## src/shared/watchdog_regs.svh

```systemverilog
// Behaviour
// - five-bit prescale field in bits 5 to 1
// - code zero divides by 32, 1 ms
// - code 10010 divides by 2^23, 256 s
// - reserved codes act as minimum interval
// - prescale field resets to code 01011
// - software enable acts only when config is 01
// - counts cycles of the 31 kHz oscillator
`ifndef WATCHDOG_REGS_SVH
`define WATCHDOG_REGS_SVH
// register byte addresses
`define WDG_CTRL_ZERO_ADDR 12'h80c
`define WDG_CLEAR_ADDR 12'h810
`define WDG_STATUS_ADDR 12'h814
// field positions in the control register
`define WDG_EN_BIT 0
`define WDG_PS_LSB 1
`define WDG_PS_MSB 5
// reset values and limits
`define WDG_PS_RESET 5'h0b
`define WDG_PS_MAX 5'h12
`define WDG_EN_RESET 1'b0
// base divide ratio as a power of two (1:32)
`define WDG_BASE_SHIFT 5
// config encoding that hands control to software
`define WDG_CFG_SOFT 2'h1
// clear register key
`define WDG_CLEAR_KEY 8'h5a
`endif

```

## src/shared/watchdog_pkg.sv

```systemverilog
package watchdog_pkg;
  // write side bookkeeping of the slave
  typedef struct packed {
    logic aw_got; // write address held
    logic w_got; // write data held
    logic [11:0] awaddr; // held address
    logic [31:0] wdata; // held data
    logic [3:0] wstrb; // held strobes
  } wr_hold_t;
  // slave response states
  typedef enum logic [1:0] {
    st_idle = 2'b00,
    st_resp = 2'b01
  } resp_state_t;
endpackage

```

## src/verilog/watchdog_prescale_control.sv

```systemverilog
// Local design decision: the AXI4-Lite slave port.
`timescale 1ns/1ps
`default_nettype none
`include "watchdog_regs.svh"
module watchdog_prescale_control
  import watchdog_pkg::*;
#(
  parameter int PS_W = 5, // prescale field width
  parameter int CNT_W = 29 // osc tick counter width
) (
  input wire logic aclk, // 100 mhz clock
  input wire logic aresetn, // synchronous reset, low
  input wire logic [11:0] awaddr, // write address
  input wire logic awvalid, // write address valid
  output logic awready, // write address ready
  input wire logic [31:0] wdata, // write data
  input wire logic [3:0] wstrb, // write strobes
  input wire logic wvalid, // write data valid
  output logic wready, // write data ready
  output logic [1:0] bresp, // write response
  output logic bvalid, // write response valid
  input wire logic bready, // write response ready
  input wire logic [11:0] araddr, // read address
  input wire logic arvalid, // read address valid
  output logic arready, // read address ready
  output logic [31:0] rdata, // read data
  output logic [1:0] rresp, // read response
  output logic rvalid, // read data valid
  input wire logic rready, // read data ready
  input wire logic [1:0] watchdog_enable_config, // config fuse setting
  input wire logic low_freq_internal_osc, // 31 khz oscillator pin
  output logic watchdog_timeout // one-cycle timeout reset pulse
);

  // refuse parameters that the field layout and the longest interval cannot serve
  initial begin
    if (PS_W != 5 || CNT_W < 29) begin
      $error("watchdog parameters out of range");
    end
  end

  ////////////////////////////////////////////////////////////////////////
  // oscillator synchroniser and edge detect
  logic osc_s1_ff, osc_s2_ff, osc_s3_ff; // sync chain and edge history
  logic nxt_osc_s1, nxt_osc_s2, nxt_osc_s3; // next sync chain values
  logic [1:0] cfg_s1_ff, nxt_cfg_s1; // first config stage
  logic cfg0_ff, cfg1_ff, nxt_cfg0, nxt_cfg1; // synced config bits
  logic osc_tick; // one cycle per oscillator rising edge
  // next values of both sync chains
  always_comb begin
    nxt_osc_s1 = low_freq_internal_osc;
    nxt_osc_s2 = osc_s1_ff;
    nxt_osc_s3 = osc_s2_ff;
    nxt_cfg_s1 = watchdog_enable_config;
    nxt_cfg0 = cfg_s1_ff[0];
    nxt_cfg1 = cfg_s1_ff[1];
  end
  // sync flops carry no reset, so they settle while reset is held
  always_ff @(posedge aclk) begin
    osc_s1_ff <= nxt_osc_s1;
    osc_s2_ff <= nxt_osc_s2;
    osc_s3_ff <= nxt_osc_s3;
    cfg_s1_ff <= nxt_cfg_s1;
    cfg0_ff <= nxt_cfg0;
    cfg1_ff <= nxt_cfg1;
  end
  // rising edge of the synced pin, read only past the second flop
  assign osc_tick = osc_s2_ff & ~osc_s3_ff;

  ////////////////////////////////////////////////////////////////////////
  // axi4-lite write channel
  wr_hold_t wr_ff, nxt_wr;
  resp_state_t bst_ff, nxt_bst;
  logic [1:0] bresp_ff, nxt_bresp;
  logic [PS_W-1:0] ps_ff, nxt_ps; // prescale select
  logic swen_ff, nxt_swen; // software enable
  logic wr_fire; // both halves held, commit now
  logic clear_hit; // watchdog clear written
  // ready while the half is not yet held and no response is pending
  assign awready = ~wr_ff.aw_got & (bst_ff == st_idle);
  assign wready = ~wr_ff.w_got & (bst_ff == st_idle);
  assign wr_fire = wr_ff.aw_got & wr_ff.w_got & (bst_ff == st_idle);
  // write channel next state and register update
  always_comb begin
    nxt_wr = wr_ff;
    nxt_bst = bst_ff;
    nxt_bresp = bresp_ff;
    nxt_ps = ps_ff;
    nxt_swen = swen_ff;
    clear_hit = 1'b0;
    // capture address and data in either order
    if (awvalid && awready) begin
      nxt_wr.aw_got = 1'b1;
      nxt_wr.awaddr = awaddr;
    end
    if (wvalid && wready) begin
      nxt_wr.w_got = 1'b1;
      nxt_wr.wdata = wdata;
      nxt_wr.wstrb = wstrb;
    end
    if (wr_fire) begin
      nxt_wr.aw_got = 1'b0;
      nxt_wr.w_got = 1'b0;
      nxt_bst = st_resp;
      nxt_bresp = 2'b00;
      unique case ({wr_ff.awaddr[11:2], 2'b00})
        `WDG_CTRL_ZERO_ADDR: begin
          if (wr_ff.wstrb[0]) begin
            nxt_ps = wr_ff.wdata[`WDG_PS_MSB:`WDG_PS_LSB];
            nxt_swen = wr_ff.wdata[`WDG_EN_BIT];
          end
        end
        `WDG_CLEAR_ADDR: begin
          // key write restarts the count
          clear_hit = wr_ff.wstrb[0] && (wr_ff.wdata[7:0] == `WDG_CLEAR_KEY);
        end
        `WDG_STATUS_ADDR: begin
          nxt_bresp = 2'b10; // read-only
        end
        default: begin
          nxt_bresp = 2'b10; // unmapped
        end
      endcase
    end
    if (bst_ff == st_resp && bready) begin
      nxt_bst = st_idle;
    end
  end
  // write channel registers
  always_ff @(posedge aclk) begin
    if (!aresetn) begin
      wr_ff <= '0;
      bst_ff <= st_idle;
      bresp_ff <= 2'b00;
      ps_ff <= `WDG_PS_RESET;
      swen_ff <= `WDG_EN_RESET;
    end else begin
      wr_ff <= nxt_wr;
      bst_ff <= nxt_bst;
      bresp_ff <= nxt_bresp;
      ps_ff <= nxt_ps;
      swen_ff <= nxt_swen;
    end
  end
  // response stands until bready
  assign bvalid = (bst_ff == st_resp);
  assign bresp = bresp_ff;

  ////////////////////////////////////////////////////////////////////////
  // watchdog counter
  logic running; // watchdog is counting
  logic [4:0] eff_shift; // effective power-of-two ratio
  logic [CNT_W-1:0] cnt_ff, nxt_cnt, limit; // tick count and its end
  logic tmo_ff, nxt_tmo; // timeout pulse
  logic flag_ff, nxt_flag; // sticky timeout seen
  // run gate, interval limit, count and timeout decision
  always_comb begin
    // config 01 gives software the switch, 1x forces on, 00 off
    if (cfg1_ff) begin
      running = 1'b1;
    end else if (cfg0_ff) begin
      running = swen_ff;
    end else begin
      running = 1'b0;
    end
    // reserved codes fall back to the shortest interval
    if (ps_ff > `WDG_PS_MAX) begin
      eff_shift = 5'(`WDG_BASE_SHIFT);
    end else begin
      eff_shift = ps_ff + 5'(`WDG_BASE_SHIFT);
    end
    limit = CNT_W'(1) << eff_shift;
    nxt_cnt = cnt_ff;
    nxt_tmo = 1'b0;
    nxt_flag = flag_ff;
    if (!running || clear_hit) begin
      nxt_cnt = '0;
    end else if (osc_tick) begin
      if (cnt_ff + CNT_W'(1) >= limit) begin
        nxt_cnt = '0;
        nxt_tmo = 1'b1;
        nxt_flag = 1'b1;
      end else begin
        nxt_cnt = cnt_ff + CNT_W'(1);
      end
    end
  end
  // counter registers
  always_ff @(posedge aclk) begin
    if (!aresetn) begin
      cnt_ff <= '0;
      tmo_ff <= 1'b0;
      flag_ff <= 1'b0;
    end else begin
      cnt_ff <= nxt_cnt;
      tmo_ff <= nxt_tmo;
      flag_ff <= nxt_flag;
    end
  end
  // pulse comes from a flop, one cycle wide
  assign watchdog_timeout = tmo_ff;

  ////////////////////////////////////////////////////////////////////////
  // axi4-lite read channel
  logic rv_ff, nxt_rv; // read answer pending
  logic [31:0] rd_ff, nxt_rd; // read data
  logic [1:0] rr_ff, nxt_rr; // read response
  assign arready = ~rv_ff;
  // read channel next state and register mux
  always_comb begin
    nxt_rv = rv_ff;
    nxt_rd = rd_ff;
    nxt_rr = rr_ff;
    if (arvalid && arready) begin
      nxt_rv = 1'b1;
      nxt_rr = 2'b00;
      unique case ({araddr[11:2], 2'b00})
        `WDG_CTRL_ZERO_ADDR: nxt_rd = {26'h0, ps_ff, swen_ff};
        `WDG_CLEAR_ADDR: nxt_rd = 32'h0;
        `WDG_STATUS_ADDR: nxt_rd = {30'h0, flag_ff, running};
        default: begin
          nxt_rd = 32'h0;
          nxt_rr = 2'b10;
        end
      endcase
    end else if (rv_ff && rready) begin
      nxt_rv = 1'b0;
    end
  end
  // read channel registers
  always_ff @(posedge aclk) begin
    if (!aresetn) begin
      rv_ff <= 1'b0;
      rd_ff <= 32'h0;
      rr_ff <= 2'b00;
    end else begin
      rv_ff <= nxt_rv;
      rd_ff <= nxt_rd;
      rr_ff <= nxt_rr;
    end
  end
  // read answer stands in flops until rready
  assign rvalid = rv_ff;
  assign rdata = rd_ff;
  assign rresp = rr_ff;

  ////////////////////////////////////////////////////////////////////////
  // assertions
  a_ps_reset_val: assert property (@(posedge aclk) !aresetn |=> ps_ff == `WDG_PS_RESET)
    else $error("prescale reset value wrong");
  a_reserved_min: assert property (@(posedge aclk) disable iff (!aresetn)
    ps_ff > `WDG_PS_MAX |-> limit == (CNT_W'(1) << `WDG_BASE_SHIFT))
    else $error("reserved code not minimum");
  a_code_zero: assert property (@(posedge aclk) disable iff (!aresetn)
    ps_ff == 5'h00 |-> limit == CNT_W'(32))
    else $error("code zero not 1:32");
  a_code_max: assert property (@(posedge aclk) disable iff (!aresetn)
    ps_ff == 5'h12 |-> limit == CNT_W'(8388608))
    else $error("code 10010 not 2^23");
  a_soft_gate: assert property (@(posedge aclk) disable iff (!aresetn)
    (!cfg1_ff && !cfg0_ff) |-> !running)
    else $error("watchdog ran while disabled");
  a_soft_enable: assert property (@(posedge aclk) disable iff (!aresetn)
    (!cfg1_ff && cfg0_ff) |-> running == swen_ff)
    else $error("software enable ignored");
  a_count_idle: assert property (@(posedge aclk) disable iff (!aresetn)
    !running |=> cnt_ff == '0)
    else $error("count moved while stopped");
  a_tick_only: assert property (@(posedge aclk) disable iff (!aresetn)
    (cnt_ff != $past(cnt_ff) && cnt_ff != '0) |-> $past(osc_tick))
    else $error("count moved without oscillator tick");
  a_limit_exact: assert property (@(posedge aclk) disable iff (!aresetn)
    (running && osc_tick && !clear_hit && cnt_ff == limit - CNT_W'(1)) |=> watchdog_timeout)
    else $error("interval reached without timeout");
  a_timeout_cause: assert property (@(posedge aclk) disable iff (!aresetn)
    watchdog_timeout |-> $past(running) && $past(osc_tick))
    else $error("timeout without running tick");
  a_pulse_single: assert property (@(posedge aclk) disable iff (!aresetn)
    watchdog_timeout |=> !watchdog_timeout)
    else $error("timeout pulse longer than one cycle");
  a_flag_record: assert property (@(posedge aclk) disable iff (!aresetn)
    watchdog_timeout |-> flag_ff)
    else $error("timeout not recorded in status");
  a_clear_restart: assert property (@(posedge aclk) disable iff (!aresetn)
    clear_hit |=> cnt_ff == '0)
    else $error("clear did not restart count");
  a_field_write: assert property (@(posedge aclk) disable iff (!aresetn)
    (wr_fire && wr_ff.awaddr[11:2] == 10'h203 && wr_ff.wstrb[0])
    |=> ps_ff == $past(wr_ff.wdata[5:1]))
    else $error("prescale field not written");
  a_bresp_hold: assert property (@(posedge aclk) disable iff (!aresetn)
    (bvalid && !bready) |=> bvalid && $stable(bresp))
    else $error("write response dropped early");
  a_rdata_hold: assert property (@(posedge aclk) disable iff (!aresetn)
    (rvalid && !rready) |=> rvalid && $stable(rdata) && $stable(rresp))
    else $error("read answer dropped early");
  // covers for the main scenarios
  c_timeout: cover property (@(posedge aclk) watchdog_timeout);
  c_write: cover property (@(posedge aclk) bvalid && bready);
  c_read: cover property (@(posedge aclk) rvalid && rready);
  c_clear: cover property (@(posedge aclk) clear_hit && running);
  c_reserved: cover property (@(posedge aclk) ps_ff > `WDG_PS_MAX && watchdog_timeout);

endmodule // watchdog_prescale_control
`default_nettype wire
```

## config.mk

```make
export PLATFORM = sky130hd
export DESIGN_NAME = watchdog_prescale_control
export DESIGN_NICKNAME = d
export VERILOG_FILES = /design/src/shared/watchdog_pkg.sv /design/src/verilog/watchdog_prescale_control.sv
export VERILOG_INCLUDE_DIRS = /design/src /design/src/shared
export SDC_FILE = /design/constraint.sdc
export NUM_CORES = 1
export LEC_CHECK = 0
export CELL_PAD_IN_SITES_DETAIL_PLACEMENT = 0
export CELL_PAD_IN_SITES_GLOBAL_PLACEMENT = 1
export CORE_ASPECT_RATIO = 1.2
export CORE_MARGIN = 4
export CORE_UTILIZATION = 50
export CTS_CLUSTER_SIZE = 25
export DETAILED_ROUTE_END_ITERATION = 12
export DONT_BUFFER_PORTS = 1
export PLACE_DENSITY_LB_ADDON = 0.15
export SYNTH_ARGS = -nofsm -noshare
export SYNTH_HDL_FRONTEND = slang
export SYNTH_SLANG_ARGS = --single-unit
```

## constraint.sdc

```tcl
create_clock -name aclk -period 5.3 [get_ports aclk]
set_clock_uncertainty 0.1 [all_clocks]
set_input_delay 0.53 -clock aclk [delete_from_list [all_inputs] [get_ports aclk]]
set_output_delay 0.53 -clock aclk [all_outputs]
set_load 0.02 [all_outputs]
```

==> metrics.cfg <==
[clock_tree]
clock-sinks = 75
postCtsSetupBuffers = 0
clockBufferDepth = 2
insertion_delay_ns = 0.36
cts.repair.resized = 0
cts_tree = built
h-tree-depth = 3
path_clk_slew_ns = 0.09
cts-root-buf = clkbuf_8
numCtsBuffers = 9
ctsHoldBuffers = 0

[global_route]
met1_usage_pct = 22.5
met2_usage_pct = 33.9
grt_overflow_total = 0
grt_max_degree = 52
grt.busiest_layer = met2
grt_pass1_vias = 3813
met3_usage_pct = 4.20
grt.total_usage_pct = 19.0
grt_pass1_wl_um = 17400
grt_antenna_before_repair = 0

[route]
drtIter0Drc = 112
drt-wirelength-per-cell_um = 14.1
antenna_left = 0
drcViolationCount = 0
dr.pass1.iters = 4
vias = 3865
vias_per_cell = 5.39
drt-total-wl_um = 10100

[worst_setup_path]
slowest_stage = nor3_1
critPathMaxFanout = 20
crit_path_max_incr_delay_ns = 0.52
critPathKind = reg2reg
end_kind = flop
start_kind = flop
crit_arrival_ns = 4.21
crit_family = compound AO/OA/AOI/OAI gates
critPathRequiredTime_ns = 5.51
startpoint = ps_ff[0]$_SDFFE_PN1P_
r2r_start = ps_ff[0]$_SDFFE_PN1P_
path_buf_inv = 2
crit_chain = inv_1, ha_1, nor2b_1, o31ai_1, nand2_1, nor3_1, nand2_1, ha_1, a21o_1, a21oi_1, o21a_1, o41ai_1, a31oi_2, buf_4, nor3_1, a21o_1

[logic_synthesis]
synth_ff_type = dfxtp_1
syn_inst = 608
yosys_warnings = 0
synth_top_cell_by_area = dfxtp_1
synth_area_um2 = 4730
synth_edf_count = 0
synthArstFlopShare_pct = 0
synth_top_area_share_pct = 31.7
yosys-top-cells-area = dfxtp_1, nand2_1, ha_1
synth.avg_cell_area_um2 = 7.78
ys_seq_elements = 75
synth.distinct_cells = 51
seq_area_frac_synth_pct = 31.7

[place]
routabilityCongestion = 0.798
dp_cells = 701
io_buffers = 0
place_hpwl_um = 7370

[sta]
post-route-period-util_pct = 75.5
min_period_ns = 4.00
slew_headroom_pct = 36.0
worstMarginPinSlew_ns = 0.958
fmax_mhz = 250
finalSetupViolCount = 0
hold_ws_ns = 0.0919
drv_slew = 0
hold_viol = 0
tns_ns = 0
rsz0062_at_grt = false

[hold_path]
hold_path_startpoint = watchdog_enable_config[0]
hp-class = in2reg

[run_status]
outcome = completed

[final_layout]
fin_nets = 694
fillers = 904
finalNonFillerCells = 717
final_util_pct = 53.9
layout_common_cells = nand2_1, dfxtp_1, nor2_1, ha_1, a21oi_1
layout-drive-gt1-share_pct = 5.53
area_delta_synth_final_pct = 3.94
final_common_cell = nand2_1
n_antenna_cell = 0

[floorplanning]
rows = 38
fp.dieArea_um2 = 11100
io_pins = 112
core_um2 = 9130
initial_core_util_pct = 51.8
die_h_um = 115
fp.dieW_um = 96.8

[power]
switching_share_pct = 25.1
seqPwrFrac_pct = 48.5
intPower_mw = 0.916
p_leak_nw = 1.95
clockPowerShare_pct = 45.1
p_comb_share_pct = 6.3
power_density_nw_per_um2 = 249
irDropWorstVdd_mv = 0.167
p_sw_mw = 0.307

[run]
drv_cap = 0

## synth_stat cells (8+ instances only)
library cell / count
xor2_1: 16
clkbuf_1: 15
buf_2: 10
a21oi_1: 31
o21ai_0: 22
ha_1: 32
nand4_1: 8
buf_4: 31
a31oi_1: 14
nor3_1: 17
nand3_1: 29
nor2b_1: 23
nand2_1: 134
nor4_1: 12
dfxtp_1: 75
a21boi_0: 19
xnor2_1: 12
nor2_1: 33
## worst reg2reg max path, stage by stage, from the launching register on
cell and delay (ns):
dfxtp_1 0.39, inv_1 0.10, ha_1 0.14, nor2b_1 0.04, o31ai_1 0.43, nand2_1 0.18
nor3_1 0.52, nand2_1 0.13, ha_1 0.31, a21o_1 0.11, a21oi_1 0.06, o21a_1 0.10
o41ai_1 0.48, a31oi_2 0.16, buf_4 0.24, nor3_1 0.34, a21o_1 0.12
## final timing paths
kind,to,slack (ns),cells after the start
worst max-delay path,flag_ff$_SDFFE_PN0P_,1.30,16
worst min-delay path,cfg_s1_ff[0]$_DFF_P_,0.09,0
worst max register to register,flag_ff$_SDFFE_PN0P_,1.30,16
worst min register to register,nxt_osc_s3$_DFF_P_,0.23,0
## stage by stage
step | cell area, um^2 | setup slack (ns) | power (mW)
floorplan | 4830 | 1.84 | 0.690
global placement | 4670 | 1.29 | 0.683
detailed placement | 4670 | 1.25 | 0.685
CTS | 4920 | 1.22 | 1.24
global route | 4920 | 0.889 | 1.27
finish | 4920 | 1.30 | 1.22
## power by group through the flow
stage	sequential (mW)	combinational [mW]	clock [mW]
3_5_place_dp	0.607	0.0778	0
2_1_floorplan	0.604	0.0862	0
3_3_place_gp	0.607	0.0760	0
6_report	0.594	0.0776	0.552
5_1_grt	0.597	0.0882	0.586
4_1_cts	0.594	0.0778	0.564
## state kept, by name, summed over array words and instances (netlist names)
signal,count
cfg1_ff,1
swen_ff,1
flag_ff,1
rvalid,1
ps_ff,5
watchdog_timeout,1
bresp,1
wr_ff,21
rresp,1
osc_s3_ff,1
nxt_osc_s3,1
bst_ff,1
cfg_s1_ff,2
rdata,6
nxt_osc_s2,1
cfg0_ff,1
cnt_ff,29
## logic make-up (layout without fill, tap and decap cells)
group                    Yosys count  count (layout)  share of synthesized area [%]
other                              1              28                         0.0793
flip-flops                        75              75                           31.7
multiplexers                       6               6                           1.27
AND/OR/NAND/NOR                  293             293                           30.9
AO/OA/AOI/OAI                    110             110                           14.3
buffers and inverters             62              24                           7.67
XOR/XNOR                          29              29                           5.53
adder cells (fa/ha/maj)           32              32                           8.47
## layer usage
layer,routed length [um],vias up
met4,150,0
met2,5020,63
li1,-,2019
met5,0,-
met3,402,12
met1,4550,1771
## final cells by class
class	instances	area (um^2)	share of cell area (%)
multi-input cells	498	2970	60.5
flip-flops and latches	75	1500	30.5
well taps	120	150	3.05
clock buffers	9	124	2.52
clock inverters	7	123	2.49
repair buffers	4	30.0	0.611
inverters	4	15.0	0.305
Note: power is estimated with default switching activity, not from simulation.
